$ cat src/video_cfg_pkg.sv
// constants, register map and encodings for the video input configuration bank
// assumes a 200 mhz system clock and byte addresses of four times the register index
package video_cfg_pkg;

	// register indices; byte address is four times the index
	localparam logic [7:0] IDX_INPUT_FORMAT_SELECT   = 8'h01;
	localparam logic [7:0] IDX_TEMPORAL_DECIMATION   = 8'h02;
	localparam logic [7:0] IDX_WINDOW_UPPER_BITS     = 8'h03;
	localparam logic [7:0] IDX_VERTICAL_OFFSET_LOW   = 8'h04;
	localparam logic [7:0] IDX_DECODER_STATE         = 8'h10;
	localparam int         ADDR_W                    = 8;
	localparam int         IDX_LSB                   = 2;

	// reset values
	localparam logic [7:0] RST_INPUT_FORMAT_SELECT   = 8'h58;
	localparam logic [7:0] RST_TEMPORAL_DECIMATION   = 8'h00;
	localparam logic [7:0] RST_WINDOW_UPPER_BITS     = 8'h12;
	localparam logic [7:0] RST_VERTICAL_OFFSET_LOW   = 8'h16;

	// input format select fields
	localparam int POS_ACTIVE_PIXEL_WINDOW   = 7;
	localparam int POS_INPUT_SELECT_HI       = 6;
	localparam int POS_INPUT_SELECT_LO       = 5;
	localparam int POS_CRYSTAL_HI            = 4;
	localparam int POS_CRYSTAL_LO            = 3;
	localparam int POS_FORMAT_HI             = 2;

	// temporal decimation fields
	localparam int POS_DROP_BY_FIELD         = 7;
	localparam int POS_DROP_START_PARITY     = 6;
	localparam int POS_DROP_COUNT_HI         = 5;

	// window upper bits fields
	localparam int POS_VOFFSET_HI            = 7;
	localparam int POS_VERTICAL_ACTIVE_LINES_HI            = 5;
	localparam int POS_HOFFSET_HI            = 3;
	localparam int POS_ACTIVE_PIXEL_WINDOW_HI            = 1;

	// video input selector codes
	localparam logic [1:0] SEL_INPUT_3 = 2'h0;
	localparam logic [1:0] SEL_INPUT_2 = 2'h1;
	localparam logic [1:0] SEL_INPUT_0 = 2'h2;
	localparam logic [1:0] SEL_INPUT_1 = 2'h3;

	// crystal choice codes
	localparam logic [1:0] XTAL_RESERVED = 2'h0;
	localparam logic [1:0] XTAL_ONLY_0   = 2'h1;
	localparam logic [1:0] XTAL_FORCE_1  = 2'h2;
	localparam logic [1:0] XTAL_AUTO     = 2'h3;

	// format codes
	typedef enum logic [2:0] {
		FMT_AUTO       = 3'h0,
		FMT_NTSC_M     = 3'h1,
		FMT_NTSC_NOPED = 3'h2,
		FMT_PAL_BDGHI  = 3'h3,
		FMT_PAL_M      = 3'h4,
		FMT_PAL_N      = 3'h5,
		FMT_SECAM      = 3'h6,
		FMT_PAL_NCOMB  = 3'h7
	} video_format_e;

	// decimation sequencer states
	typedef enum logic [1:0] {
		DEC_IDLE = 2'h0,
		DEC_WAIT = 2'h1,
		DEC_RUN  = 2'h2
	} decimation_state_e;

	// decimation totals per second of video
	localparam logic [6:0] UNITS_525 = 7'h3c;
	localparam logic [6:0] UNITS_625 = 7'h32;

	// line standard detection
	localparam logic [9:0] LINES_625_MIN    = 10'h120;
	localparam logic [4:0] FIELDS_TO_CHANGE = 5'h1f;
	localparam int         LINE_CNT_W       = 10;
	localparam int         PIX_CNT_W        = 16;

	// axi responses
	localparam logic [1:0] RESP_OKAY   = 2'h0;
	localparam logic [1:0] RESP_SLVERR = 2'h2;

endpackage : video_cfg_pkg

$ cat src/video_input_format_window_upper_bits_config.sv
// configuration bank for the video decoder front end: input mux, crystal and format,
// temporal decimation and the upper bits of the cropping window, behind an axi4-lite slave
// assumes sync reset pins arrive asynchronously and one video sample per sys_clk
//
// Contract
// - host may read and write every register at any time, no video wait; the decoder state register here is read only
// - input format bit 7 selects active window end at or beyond horizontal reset
// - selector 00 input 3, 01 input 2, 10 input 0, 11 input 1
// - four composite sources, or three composite plus one luma chroma pair
// - crystal 01 crystal 0, 10 crystal 1, 11 automatic, 00 reserved
// - format 000 detects standard automatically from the line count status
// - manual codes pick ntsc, pal or secam variants; 100 taken as pal m
// - decimation bit 7 drops frames at 0, fields at 1
// - alignment bit picks odd or even as first dropped field
// - drop count is units dropped per 60 for 525 or per 50 for 625
// - drop count sits in low six bits of the decimation register
// - drop count zero disables dropping, everything passes
// - upper bits 7:6 vertical offset, 5:4 vertical active line count
// - upper bits 3:2 horizontal offset, 1:0 horizontal active pixel count
// - ten bit vertical offset counts half lines after vertical reset
// - vertical offset low byte holds bits 7:0 of the ten bit value
// - line standard 0 for 525, 1 for 625, changes after 32 equal fields
// - field parity tracked from horizontal and vertical reset relation
//
// Implementation choice: the AXI4-Lite register port.
`timescale 1ns/1ps

module video_input_format_window_upper_bits_config
	import video_cfg_pkg::*;
(
	// clock and reset
	input  wire logic                sys_clk,
	input  wire logic                rst_n,
	// axi4-lite write address
	input  wire logic                s_axi_awvalid,
	output logic                     s_axi_awready,
	input  wire logic [ADDR_W-1:0]   s_axi_awaddr,
	input  wire logic [2:0]          s_axi_awprot,
	// axi4-lite write data
	input  wire logic                s_axi_wvalid,
	output logic                     s_axi_wready,
	input  wire logic [31:0]         s_axi_wdata,
	input  wire logic [3:0]          s_axi_wstrb,
	// axi4-lite write response
	output logic                     s_axi_bvalid,
	input  wire logic                s_axi_bready,
	output logic [1:0]               s_axi_bresp,
	// axi4-lite read address
	input  wire logic                s_axi_arvalid,
	output logic                     s_axi_arready,
	input  wire logic [ADDR_W-1:0]   s_axi_araddr,
	input  wire logic [2:0]          s_axi_arprot,
	// axi4-lite read data
	output logic                     s_axi_rvalid,
	input  wire logic                s_axi_rready,
	output logic [31:0]              s_axi_rdata,
	output logic [1:0]               s_axi_rresp,
	// video sync pins, asynchronous
	input  wire logic                horizontal_sync_reset,
	input  wire logic                vertical_sync_reset,
	// analog front end samples
	input  wire logic [7:0]          video_input_0,
	input  wire logic [7:0]          video_input_1,
	input  wire logic [7:0]          video_input_2,
	input  wire logic [7:0]          video_input_3,
	input  wire logic [7:0]          separate_chroma_input,
	// selected video
	output logic [7:0]               selected_video_output,
	output logic [7:0]               selected_chroma_output,
	// settings to the pixel timing logic
	output logic                     active_pixel_window,
	output logic                     crystal_port_1_selected,
	output logic [2:0]               effective_format,
	output logic [9:0]               vertical_offset_half_lines,
	output logic [1:0]               vertical_active_upper,
	output logic [1:0]               horizontal_offset_upper,
	output logic [1:0]               horizontal_active_upper,
	// decoder state
	output logic                     line_count_standard,
	output logic                     field_is_even,
	output logic                     field_drop
);

	// register storage
	logic [7:0]          input_format_select_ff;
	logic [7:0]          temporal_decimation_control_ff;
	logic [7:0]          window_upper_bits_ff;
	logic [7:0]          vertical_offset_low_ff;

	// bus slave state
	logic                aw_held_ff;
	logic                w_held_ff;
	logic [ADDR_W-1:0]   aw_addr_ff;
	logic [7:0]          w_byte_ff;
	logic                w_lane0_ff;
	logic                bvalid_ff;
	logic [1:0]          bresp_ff;
	logic                rvalid_ff;
	logic [31:0]         rdata_ff;
	logic [1:0]          rresp_ff;

	// sync pin capture, three stages each
	logic [2:0]          hs_sync_ff;
	logic [2:0]          vs_sync_ff;
	logic                hs_level_ff;
	logic                vs_level_ff;

	// line and field measurement
	logic [PIX_CNT_W-1:0]  pix_cnt_ff;
	logic [PIX_CNT_W-1:0]  line_len_ff;
	logic [LINE_CNT_W-1:0] line_cnt_ff;
	logic [4:0]            agree_cnt_ff;
	logic                  line_std_ff;
	logic                  field_even_ff;

	// decimation and the registered video path
	decimation_state_e   dec_state_ff;
	logic [6:0]          dec_acc_ff;
	logic                drop_ff;
	logic [7:0]          vid_ff;
	logic [7:0]          chroma_ff;

	// decode helpers
	function automatic logic idx_hit(input logic [ADDR_W-1:0] addr, input logic [7:0] idx);
		idx_hit = (addr[ADDR_W-1:IDX_LSB] == idx[ADDR_W-IDX_LSB-1:0])
			&& (addr[IDX_LSB-1:0] == 2'h0);
	endfunction : idx_hit

	function automatic logic idx_mapped(input logic [ADDR_W-1:0] addr);
		idx_mapped = idx_hit(addr, IDX_INPUT_FORMAT_SELECT)
			|| idx_hit(addr, IDX_TEMPORAL_DECIMATION)
			|| idx_hit(addr, IDX_WINDOW_UPPER_BITS)
			|| idx_hit(addr, IDX_VERTICAL_OFFSET_LOW)
			|| idx_hit(addr, IDX_DECODER_STATE);
	endfunction : idx_mapped

	// edges of the filtered sync levels
	logic hs_agree;
	logic vs_agree;
	logic hs_rise;
	logic vs_rise;
	assign hs_agree = (hs_sync_ff[1] == hs_sync_ff[2]);
	assign vs_agree = (vs_sync_ff[1] == vs_sync_ff[2]);
	assign hs_rise  = hs_agree && hs_sync_ff[2] && !hs_level_ff;
	assign vs_rise  = vs_agree && vs_sync_ff[2] && !vs_level_ff;

	// write path: address and data may arrive in either order
	logic do_write;
	logic wr_dec;
	logic [7:0] wr_val;
	assign do_write = aw_held_ff && w_held_ff && !bvalid_ff;
	assign wr_val   = w_byte_ff;
	assign wr_dec   = do_write && w_lane0_ff && idx_hit(aw_addr_ff, IDX_TEMPORAL_DECIMATION);

	assign s_axi_awready = !aw_held_ff;
	assign s_axi_wready  = !w_held_ff;
	assign s_axi_bvalid  = bvalid_ff;
	assign s_axi_bresp   = bresp_ff;
	assign s_axi_arready = !rvalid_ff;
	assign s_axi_rvalid  = rvalid_ff;
	assign s_axi_rdata   = rdata_ff;
	assign s_axi_rresp   = rresp_ff;

	always_ff @(posedge sys_clk or negedge rst_n) begin
		if (!rst_n) begin
			aw_held_ff <= 1'b0;
			aw_addr_ff <= '0;
		end else if (s_axi_awvalid && !aw_held_ff) begin
			aw_held_ff <= 1'b1;
			aw_addr_ff <= s_axi_awaddr;
		end else if (do_write) begin
			aw_held_ff <= 1'b0;
		end
	end

	always_ff @(posedge sys_clk or negedge rst_n) begin
		if (!rst_n) begin
			w_held_ff  <= 1'b0;
			w_byte_ff  <= 8'h00;
			w_lane0_ff <= 1'b0;
		end else if (s_axi_wvalid && !w_held_ff) begin
			w_held_ff  <= 1'b1;
			w_byte_ff  <= s_axi_wdata[7:0];
			w_lane0_ff <= s_axi_wstrb[0];
		end else if (do_write) begin
			w_held_ff <= 1'b0;
		end
	end

	always_ff @(posedge sys_clk or negedge rst_n) begin
		if (!rst_n) begin
			bvalid_ff <= 1'b0;
			bresp_ff  <= RESP_OKAY;
		end else if (do_write) begin
			bvalid_ff <= 1'b1;
			bresp_ff  <= idx_mapped(aw_addr_ff) ? RESP_OKAY : RESP_SLVERR;
		end else if (s_axi_bready) begin
			bvalid_ff <= 1'b0;
		end
	end

	// register writes; the state register is read only and lane 0 alone carries data
	always_ff @(posedge sys_clk or negedge rst_n) begin
		if (!rst_n) begin
			input_format_select_ff         <= RST_INPUT_FORMAT_SELECT;
			temporal_decimation_control_ff <= RST_TEMPORAL_DECIMATION;
			window_upper_bits_ff           <= RST_WINDOW_UPPER_BITS;
			vertical_offset_low_ff         <= RST_VERTICAL_OFFSET_LOW;
		end else if (do_write && w_lane0_ff) begin
			if (idx_hit(aw_addr_ff, IDX_INPUT_FORMAT_SELECT)) begin
				input_format_select_ff <= wr_val;
			end
			if (idx_hit(aw_addr_ff, IDX_TEMPORAL_DECIMATION)) begin
				temporal_decimation_control_ff <= wr_val;
			end
			if (idx_hit(aw_addr_ff, IDX_WINDOW_UPPER_BITS)) begin
				window_upper_bits_ff <= wr_val;
			end
			if (idx_hit(aw_addr_ff, IDX_VERTICAL_OFFSET_LOW)) begin
				vertical_offset_low_ff <= wr_val;
			end
		end
	end

	// read path, answered one cycle after the address is taken
	logic [7:0] rd_val;
	always_comb begin
		rd_val = 8'h00;
		if (idx_hit(s_axi_araddr, IDX_INPUT_FORMAT_SELECT)) begin
			rd_val = input_format_select_ff;
		end else if (idx_hit(s_axi_araddr, IDX_TEMPORAL_DECIMATION)) begin
			rd_val = temporal_decimation_control_ff;
		end else if (idx_hit(s_axi_araddr, IDX_WINDOW_UPPER_BITS)) begin
			rd_val = window_upper_bits_ff;
		end else if (idx_hit(s_axi_araddr, IDX_VERTICAL_OFFSET_LOW)) begin
			rd_val = vertical_offset_low_ff;
		end else if (idx_hit(s_axi_araddr, IDX_DECODER_STATE)) begin
			rd_val = {2'h0, dec_state_ff, drop_ff, crystal_port_1_selected,
				field_even_ff, line_std_ff};
		end
	end

	always_ff @(posedge sys_clk or negedge rst_n) begin
		if (!rst_n) begin
			rvalid_ff <= 1'b0;
			rdata_ff  <= 32'h0000_0000;
			rresp_ff  <= RESP_OKAY;
		end else if (s_axi_arvalid && !rvalid_ff) begin
			rvalid_ff <= 1'b1;
			rdata_ff  <= {24'h00_0000, rd_val};
			rresp_ff  <= idx_mapped(s_axi_araddr) ? RESP_OKAY : RESP_SLVERR;
		end else if (s_axi_rready) begin
			rvalid_ff <= 1'b0;
		end
	end

	// sync pin capture: a level counts once the second and third stages agree
	always_ff @(posedge sys_clk or negedge rst_n) begin
		if (!rst_n) begin
			hs_sync_ff  <= 3'h0;
			vs_sync_ff  <= 3'h0;
			hs_level_ff <= 1'b0;
			vs_level_ff <= 1'b0;
		end else begin
			hs_sync_ff <= {hs_sync_ff[1:0], horizontal_sync_reset};
			vs_sync_ff <= {vs_sync_ff[1:0], vertical_sync_reset};
			if (hs_agree) begin
				hs_level_ff <= hs_sync_ff[2];
			end
			if (vs_agree) begin
				vs_level_ff <= vs_sync_ff[2];
			end
		end
	end

	// line timing: position within the line and last full line length
	always_ff @(posedge sys_clk or negedge rst_n) begin
		if (!rst_n) begin
			pix_cnt_ff  <= '0;
			line_len_ff <= '0;
		end else if (hs_rise) begin
			pix_cnt_ff  <= '0;
			line_len_ff <= pix_cnt_ff;
		end else if (pix_cnt_ff != '1) begin
			pix_cnt_ff <= pix_cnt_ff + 1'b1;
		end
	end

	// field parity: vertical reset past mid-line marks an even field; one on a line start is odd
	always_ff @(posedge sys_clk or negedge rst_n) begin
		if (!rst_n) begin
			field_even_ff <= 1'b0;
		end else if (vs_rise) begin
			field_even_ff <= !hs_rise && (pix_cnt_ff > (line_len_ff >> 1));
		end
	end

	// line count per field, filtered over consecutive fields before the standard flips
	logic field_is_625;
	assign field_is_625 = (line_cnt_ff >= LINES_625_MIN);

	always_ff @(posedge sys_clk or negedge rst_n) begin
		if (!rst_n) begin
			line_cnt_ff <= '0;
		end else if (vs_rise) begin
			line_cnt_ff <= '0;
		end else if (hs_rise && line_cnt_ff != '1) begin
			line_cnt_ff <= line_cnt_ff + 1'b1;
		end
	end

	always_ff @(posedge sys_clk or negedge rst_n) begin
		if (!rst_n) begin
			agree_cnt_ff <= 5'h00;
			line_std_ff  <= 1'b0;
		end else if (vs_rise) begin
			if (field_is_625 == line_std_ff) begin
				agree_cnt_ff <= 5'h00;
			end else if (agree_cnt_ff == FIELDS_TO_CHANGE) begin
				agree_cnt_ff <= 5'h00;
				line_std_ff  <= field_is_625;
			end else begin
				agree_cnt_ff <= agree_cnt_ff + 1'b1;
			end
		end
	end

	// decimation: the accumulator drops count units out of every total
	logic [5:0] drop_count;
	logic       drop_by_field;
	logic       drop_start_parity;
	logic [6:0] units_total;
	logic [6:0] acc_sum;
	logic       new_field_even;
	logic       parity_match;
	logic       unit_start;
	assign drop_count        = temporal_decimation_control_ff[POS_DROP_COUNT_HI:0];
	assign drop_by_field     = temporal_decimation_control_ff[POS_DROP_BY_FIELD];
	assign drop_start_parity = temporal_decimation_control_ff[POS_DROP_START_PARITY];
	assign units_total       = line_std_ff ? UNITS_625 : UNITS_525;
	assign acc_sum           = dec_acc_ff + {1'b0, drop_count};
	assign new_field_even    = !hs_rise && (pix_cnt_ff > (line_len_ff >> 1));
	assign parity_match      = (new_field_even == drop_start_parity);
	// in frame mode only the first field of each frame makes a decision
	assign unit_start        = drop_by_field || parity_match;

	always_ff @(posedge sys_clk or negedge rst_n) begin
		if (!rst_n) begin
			dec_state_ff <= DEC_IDLE;
			dec_acc_ff   <= 7'h00;
			drop_ff      <= 1'b0;
		end else if (wr_dec) begin
			// a new setting restarts alignment; zero stops dropping at once
			dec_state_ff <= (wr_val[POS_DROP_COUNT_HI:0] == 6'h00) ? DEC_IDLE : DEC_WAIT;
			dec_acc_ff   <= 7'h00;
			drop_ff      <= 1'b0;
		end else begin
			case (dec_state_ff)
				DEC_IDLE: begin
					drop_ff <= 1'b0;
					if (drop_count != 6'h00) begin
						dec_state_ff <= DEC_WAIT;
					end
				end
				DEC_WAIT: begin
					if (vs_rise && parity_match) begin
						// first unit aligned to the chosen parity is dropped
						dec_state_ff <= DEC_RUN;
						dec_acc_ff   <= 7'h00;
						drop_ff      <= 1'b1;
					end
				end
				DEC_RUN: begin
					if (drop_count == 6'h00) begin
						dec_state_ff <= DEC_IDLE;
						drop_ff      <= 1'b0;
					end else if (vs_rise && unit_start) begin
						if (acc_sum >= units_total) begin
							dec_acc_ff <= acc_sum - units_total;
							drop_ff    <= 1'b1;
						end else begin
							dec_acc_ff <= acc_sum;
							drop_ff    <= 1'b0;
						end
					end
				end
				default: begin
					dec_state_ff <= DEC_IDLE;
					drop_ff      <= 1'b0;
				end
			endcase
		end
	end

	// input selector and registered video path
	always_ff @(posedge sys_clk or negedge rst_n) begin
		if (!rst_n) begin
			vid_ff    <= 8'h00;
			chroma_ff <= 8'h00;
		end else begin
			case (input_format_select_ff[POS_INPUT_SELECT_HI:POS_INPUT_SELECT_LO])
				SEL_INPUT_3: vid_ff <= video_input_3;
				SEL_INPUT_2: vid_ff <= video_input_2;
				SEL_INPUT_0: vid_ff <= video_input_0;
				SEL_INPUT_1: vid_ff <= video_input_1;
				default:     vid_ff <= video_input_0;
			endcase
			// chroma of a separated source rides beside whichever input carries its luma
			chroma_ff <= separate_chroma_input;
		end
	end

	assign selected_video_output  = vid_ff;
	assign selected_chroma_output = chroma_ff;

	// crystal choice; the reserved code falls back to crystal 0 rather than float
	logic [1:0] crystal_choice;
	assign crystal_choice = input_format_select_ff[POS_CRYSTAL_HI:POS_CRYSTAL_LO];
	always_comb begin
		case (crystal_choice)
			XTAL_ONLY_0:   crystal_port_1_selected = 1'b0;
			XTAL_FORCE_1:  crystal_port_1_selected = 1'b1;
			XTAL_AUTO:     crystal_port_1_selected = line_std_ff;
			XTAL_RESERVED: crystal_port_1_selected = 1'b0;
			default:       crystal_port_1_selected = 1'b0;
		endcase
	end

	// format: automatic picks ntsc m or pal from the filtered line standard
	video_format_e fmt_code;
	assign fmt_code = video_format_e'(input_format_select_ff[POS_FORMAT_HI:0]);
	always_comb begin
		case (fmt_code)
			FMT_AUTO: effective_format = line_std_ff ? FMT_PAL_BDGHI : FMT_NTSC_M;
			default:  effective_format = fmt_code;
		endcase
	end

	// settings out to the pixel timing logic, and the decoder state outputs
	assign active_pixel_window        = input_format_select_ff[POS_ACTIVE_PIXEL_WINDOW];
	assign vertical_offset_half_lines = {window_upper_bits_ff[POS_VOFFSET_HI -: 2],
		vertical_offset_low_ff};
	assign vertical_active_upper      = window_upper_bits_ff[POS_VERTICAL_ACTIVE_LINES_HI -: 2];
	assign horizontal_offset_upper    = window_upper_bits_ff[POS_HOFFSET_HI -: 2];
	assign horizontal_active_upper    = window_upper_bits_ff[POS_ACTIVE_PIXEL_WINDOW_HI -: 2];
	assign line_count_standard        = line_std_ff;
	assign field_is_even              = field_even_ff;
	assign field_drop                 = drop_ff;

endmodule : video_input_format_window_upper_bits_config

$ cat config.mk
export PLATFORM = sky130hd
export DESIGN_NAME = video_input_format_window_upper_bits_config
export DESIGN_NICKNAME = d
export VERILOG_FILES = /design/src/video_cfg_pkg.sv /design/src/video_input_format_window_upper_bits_config.sv
export SDC_FILE = /design/constraint.sdc
export NUM_CORES = 1
export LEC_CHECK = 0
export BUFFER_PORTS_ARGS = -buffer_cell sky130_fd_sc_hd__buf_4
export CAP_MARGIN = 20
export CORE_ASPECT_RATIO = 0.6
export CORE_UTILIZATION = 60
export CTS_BUF_LIST = sky130_fd_sc_hd__clkbuf_4 sky130_fd_sc_hd__clkbuf_8
export CTS_CLUSTER_DIAMETER = 30
export CTS_CLUSTER_SIZE = 40
export DETAILED_ROUTE_END_ITERATION = 16
export MAX_ROUTING_LAYER = met4
export PLACE_DENSITY = 0.89
export SYNTH_ARGS = -nofsm -noshare
export SYNTH_HDL_FRONTEND = slang
export SYNTH_SLANG_ARGS = --single-unit
export TNS_END_PERCENT = 20
$ cat constraint.sdc
create_clock -name sys_clk -period 8.15 [get_ports sys_clk]
set_clock_uncertainty 0.05 [all_clocks]
set_input_delay 2.0375 -clock sys_clk [delete_from_list [all_inputs] [get_ports sys_clk]]
set_output_delay 2.0375 -clock sys_clk [all_outputs]
set_load 0.02 [all_outputs]
# [Word level (Yosys, flattened, before mapping)]
# Cells that the tools add are included.
[totals] register_bits=148 out_inout_bits=81 wordCells=178
[classes] n_addsub=5 order_cmp=3 eq_ne=31 mux=43 bitwise_logic=1 n_reduce_logical=66
[ops] operator="$mux 7" n=5
[ops] operator="$mux 16" n=2
[ops] operator="$mux 8" n=4
[ops] operator="$pmux 8 s4" n=1
[ops] operator="$logic_and 1x1->1" n=25
[ops] operator="$eq 6x2->1 const B" n=4
[ops] operator="$mux 10" n=2
[ops] operator="$add 16x1->16 const B" n=1
[ops] operator="$gt 16x15->1" n=1
[ops] operator="$ne 16x16->1 const B" n=1
[ops] operator="$ne 3x3->1 const B" n=5
[ops] operator="$mux 2" n=7
[ops] operator="$pmux 7 s2" n=1
[ops] operator="$mux 1" n=13
[ops] operator="$eq 6x1->1 const B" n=2
[ops] operator="$eq 6x3->1 const B" n=2
[ops] operator="$eq 6x5->1 const B" n=2
[ops] operator="$logic_not 6->1" n=2
[ops] operator="$reduce_bool 2->1" n=6
[ops] operator="$add 10x1->10 const B" n=1
[ops] operator="$eq 2x2->1 const B" n=5
[ops] operator="$ge 10x9->1 const B" n=1
[ops] operator="$logic_not 2->1" n=5
[ops] operator="$mux 5" n=2
[ops] operator="other kinds (25)" n=49

# [Depth between registers and ports, before layout]
[depth] depth_word=12 ltp_mapped=13

# [Least setup slack after synthesis]
# No wires, ideal clock.
[synth_timing] path_type="input-to-reg" start="in s_axi_araddr[5]" end="reg rdata_ff[6] (netlist: s_axi_rdata[6])" t_arrival_ps=3324 required_time_ps=8004 setup_slack_ps=4680 path_stages=6 cell_sequence="or3_1 -> or4_1 -> clkbuf_1 -> a21oi_1 -> a21oi_1 -> o31ai_1"
[synth_between] elab_chain_cells=6 word_cells_on_any_way=12 classes_between="eq/ne: 4; mux: 4; reduce/logical: 4"
[synth_lines] item="start: declaration" line_no="video_input_format_window_upper_bits_config.sv:51" rtl="input wire logic [ADDR_W-1:0] s_axi_araddr,"
[synth_lines] item="$eq 6x3->1" line_no="video_input_format_window_upper_bits_config.sv:125" rtl="idx_hit = (addr[ADDR_W-1:IDX_LSB] == idx[ADDR_W-IDX_LSB-1:0])"
[synth_lines] item="$logic_and 1x1->1" line_no="video_input_format_window_upper_bits_config.sv:126" rtl="&& (addr[IDX_LSB-1:0] == 2'h0);"
[synth_lines] item="$mux 8" line_no="video_input_format_window_upper_bits_config.sv:235" rtl="end else if (idx_hit(s_axi_araddr, IDX_VERTICAL_OFFSET_LOW)) begin"
[synth_lines] item="$mux 8" line_no="video_input_format_window_upper_bits_config.sv:233" rtl="end else if (idx_hit(s_axi_araddr, IDX_WINDOW_UPPER_BITS)) begin"
[synth_lines] item="$mux 8" line_no="video_input_format_window_upper_bits_config.sv:231" rtl="end else if (idx_hit(s_axi_araddr, IDX_TEMPORAL_DECIMATION)) begin"
[synth_lines] item="$mux 8 (*)" line_no="video_input_format_window_upper_bits_config.sv:229" rtl="if (idx_hit(s_axi_araddr, IDX_INPUT_FORMAT_SELECT)) begin"
[synth_lines] item="end signal: assignment" line_no="video_input_format_window_upper_bits_config.sv:250" rtl="rdata_ff <= {24'h00_0000, rd_val};"
[synth_lines] item="end: declaration" line_no="video_input_format_window_upper_bits_config.sv:99" rtl="logic [31:0] rdata_ff;"
# Every way passes the cells marked *; elsewhere a longest branch is shown, timed or not.
# A chain may end at the register's enable or synchronous reset.

# [Worst setup path in the final report]
[layout_timing] start="reg line_std_ff (netlist: line_count_standard)" end="out effective_format[1]"
[layout_between] elab_chain_cells=2
[layout_lines] item="start: declaration" line_no="video_input_format_window_upper_bits_config.sv:113" rtl="logic line_std_ff;"
[layout_lines] item="start signal: assignment" line_no="video_input_format_window_upper_bits_config.sv:321" rtl="line_std_ff <= field_is_625;"
[layout_lines] item="$mux 2" line_no="video_input_format_window_upper_bits_config.sv:434" rtl="FMT_AUTO: effective_format = line_std_ff ? FMT_PAL_BDGHI : FMT_NTSC_M;"
[layout_lines] item="$mux 3" line_no="video_input_format_window_upper_bits_config.sv:433" rtl="case (fmt_code)"
[layout_lines] item="end: declaration" line_no="video_input_format_window_upper_bits_config.sv:73" rtl="output logic [2:0] effective_format,"
# Every way passes these cells.

==> reports/metrics.cfg <==
[floorplanning]
dieArea_sq_um=12800
rows=31
pin_count=188
start_util=0.615
die_x_um=146
die_h_um=88.1
core-area_sq_um=12100

[clock_network]
clock_sinks=145
root_buffer=clkbuf_8
cts_setup_buffers=0
htreeDepth=4
cts_resized=0
cts_tree=done
clock_latency_ns=0.45
postCtsHoldBufs=0
cts_buffer_depth=2
cts_inserted_buffers=17
clk_pin_slew_ns=0.09

[power]
combPwrFrac=0.285
p_switching_w=0.000791
power.density_nw_per_um2=248
ir_worst_vdd_uv=127
leakagePower_nw=4.27
clockPowerShare=0.260
p_sw_frac=0.361
power.total_w=0.00219
internal_power_w=0.00140
p_seq_frac=0.455

[layout]
num-fill-cells=811
final_util=0.732
area_growth_pct=19.0
antenna_cells=0
nets=969
drive_gt1_frac=0.289

[global_routing]
overflow=0
grt_pass1_vias=5661
grt_max_degree=77
grt_use_total=0.298
grt_pass1_wl_mm=28.4
grt_antenna_before_repair=0

[min_path]
hold_path_class=reg -> reg
min_from=vs_sync_ff[0]$_DFF_PN0_

[route]
drt_wl_total_mm=17.7
routedWlPerCell_um=17.7
vias=5819
first_pass_iters=5
postRouteAntennaNets=0
drt_iter0_drc=479
routed_via_density=5.80
drc=0

[timing]
timing.final.crit_period_ns=4.01
post-route-period-util=0.492
worst_pin_slew_ns=1.04
setup_viol=0
slew-limit-headroom=0.305
setup_tns_ns=0
hold_slack_ns=0.312
maxSlewViolCount=0
rsz0062_at_grt=false
hold_violations=0
fmax_ghz=0.249

[synthesis]
synth_flop_cell=dfrtp_1
syn_area_sq_um=7420
synth_cells=697
synth_edf_count=0
ys_types=59
ys_seq_elements=145
syn_avg_cell_area_sq_um=10.6
async_flop_share=1.00
yosysSeqAreaShare=0.490
yosysWarnings=0

[setup_path]
critPathLaunch=line_count_standard$_DFFE_PN0P_
reg2reg_slack_ns=4.64
endpoint=effective_format[1]
crit_chain=inv_1, o31ai_1, buf_4
arrival_ns=1.92
r2r-end=dec_acc_ff[3]$_DFFE_PN0P_
cp_max_fo=7
cp.required_ns=6.06
critPathKind=reg -> out
r2r_cells=12
setup.worst_path.end_class=primary output
startpoint_type=flop
cpPeakStageDelay_ns=0.57
r2r-start=temporal_decimation_control_ff[0]$_DFFE_PN0P_
slowest_stage=dfrtp_1

[placement]
port_buffers=128
dp_hpwl_mm=12.9
gp_congestion=0.878

[outcome]
outcome=finished, final reports clean

[run]
maxCapViolCount=0

-- final cells by class --
| type | instances | area [sq um] | area share |
|---|---|---|---|
| timing repair buffer | 131 | 987 | 0.112 |
| clock inverter | 15 | 159 | 0.0180 |
| multi-input combinational | 486 | 3440 | 0.389 |
| tap | 165 | 206 | 0.0234 |
| inverter | 44 | 165 | 0.0187 |
| clock buffer | 17 | 234 | 0.0265 |
| sequential | 145 | 3640 | 0.412 |
-- power by group through the flow --
stage                     logic (W)  registers, W  clock network, W
after floorplan            0.000406      0.000990                 0
after global placement     0.000593      0.000993                 0
after detailed placement   0.000621       0.00101                 0
after CTS                  0.000626      0.000991          0.000574
after global routing       0.000689       0.00101          0.000604
final                      0.000624      0.000995          0.000568
-- cells in the mapped netlist, drive strengths merged (2+ instances only) --
library cell,n,area [sq um]
a211o,2,18.8
a211oi,3,22.5
a21o,2,15.0
a21oi,21,105
a221oi,7,67.6
a22o,4,35.0
a22oi,5,37.5
a31oi,2,12.5
and3,8,50.1
and4b,3,30.0
buf,27,199
clkbuf,20,75.1
dfrtp,137,3430
dfstp,8,210
fa,2,40.0
ha,35,438
inv,44,165
mux2,53,616
mux2i,7,70.1
mux4,8,180
nand2,85,319
nand2b,2,12.5
nand3,16,80.1
nand4,7,43.8
nor2,53,199
nor2b,9,56.3
nor3,6,30.0
nor4,8,71.3
o211ai,3,22.5
o21a,2,15.0
o21ai,47,246
o21bai,2,15.0
o22ai,3,18.8
o31ai,4,30.0
or2,2,12.5
or3,6,37.5
or4,2,15.0
xnor2,16,140
xor2,14,123
-- placed cells by master (no fill, tap or decap), types with 6 or more instances in the layout --
master	count
dfrtp_1	137
buf_4	130
nand2_1	85
nor2_1	53
mux2_2	48
o21ai_0	45
inv_1	44
ha_1	35
conb_1	26
a21oi_1	21
clkbuf_8	17
nand3_1	16
xnor2_1	16
xor2_1	14
inv_6	9
and3_1	8
nor2b_1	8
mux4_2	8
dfstp_2	8
nand4_1	7
mux2i_1	7
nor4_1	6
a221oi_1	6
or3_1	6
nor3_1	6
-- state kept, by name (all words and copies together), names as in the netlist, 8 cells and up --
| name | flops |
|---|---|
| selected_video_output | 8 |
| temporal_decimation_control_ff | 8 |
| s_axi_rdata | 8 |
| line_cnt_ff | 10 |
| window_upper_bits_ff | 8 |
| vertical_offset_low_ff | 8 |
| w_byte_ff | 8 |
| line_len_ff | 15 |
| aw_addr_ff | 8 |
| input_format_select_ff | 8 |
| pix_cnt_ff | 16 |
| selected_chroma_output | 8 |
-- worst min path at each step --
stage,end,cells past startpoint,slack (ns)
after CTS,vs_sync_ff[1]$_DFF_PN0_,0,0.31
after global routing,vs_sync_ff[1]$_DFF_PN0_,0,0.32
after detailed placement,vs_sync_ff[1]$_DFF_PN0_,0,0.29
after global placement,vs_sync_ff[1]$_DFF_PN0_,0,0.29
after floorplan,hs_sync_ff[1]$_DFF_PN0_,0,0.28
final,vs_sync_ff[1]$_DFF_PN0_,0,0.31
-- layer usage --
| metal | part of all wire | track usage | wire [um] | up-vias |
|---|---|---|---|---|
| li1 | - | - | - | 2628 |
| met5 | 0 | - | 0 | - |
| met1 | 0.43 | 0.388 | 7610 | 2853 |
| met2 | 0.47 | 0.470 | 8320 | 305 |
| met3 | 0.083 | 0.0615 | 1460 | 33 |
| met4 | 0.017 | 0.109 | 303 | 0 |
-- stage by stage --
step	worst slack, ns	cell area [sq um]	cells
2_1_floorplan	4.68	7510	722
3_3_place_gp	4.44	8430	971
3_5_place_dp	4.41	8430	971
4_1_cts	4.19	8830	1003
5_1_grt	4.12	8830	1003
6_report	4.14	8830	1003
-- worst max-delay path, delay by kind of cell, from the launching register on --
family | cells | cell delay (ns)
buffers and inverters | 2 | 0.49
AOI/OAI and AO/OA | 1 | 0.43
DFF | 1 | 0.57
-- cells by family after synthesis --
kind of cell / after synthesis / share of synthesized area
compound gates: 114 / 0.0982
xor+xnor: 30 / 0.0354
fa+ha+maj: 37 / 0.0644
buf+inv: 91 / 0.0592
flops: 145 / 0.490
mux: 68 / 0.117
other cells: 1 / 0.000506
simple gates: 211 / 0.135
No activity file was read; power rests on OpenSTA's default activity.
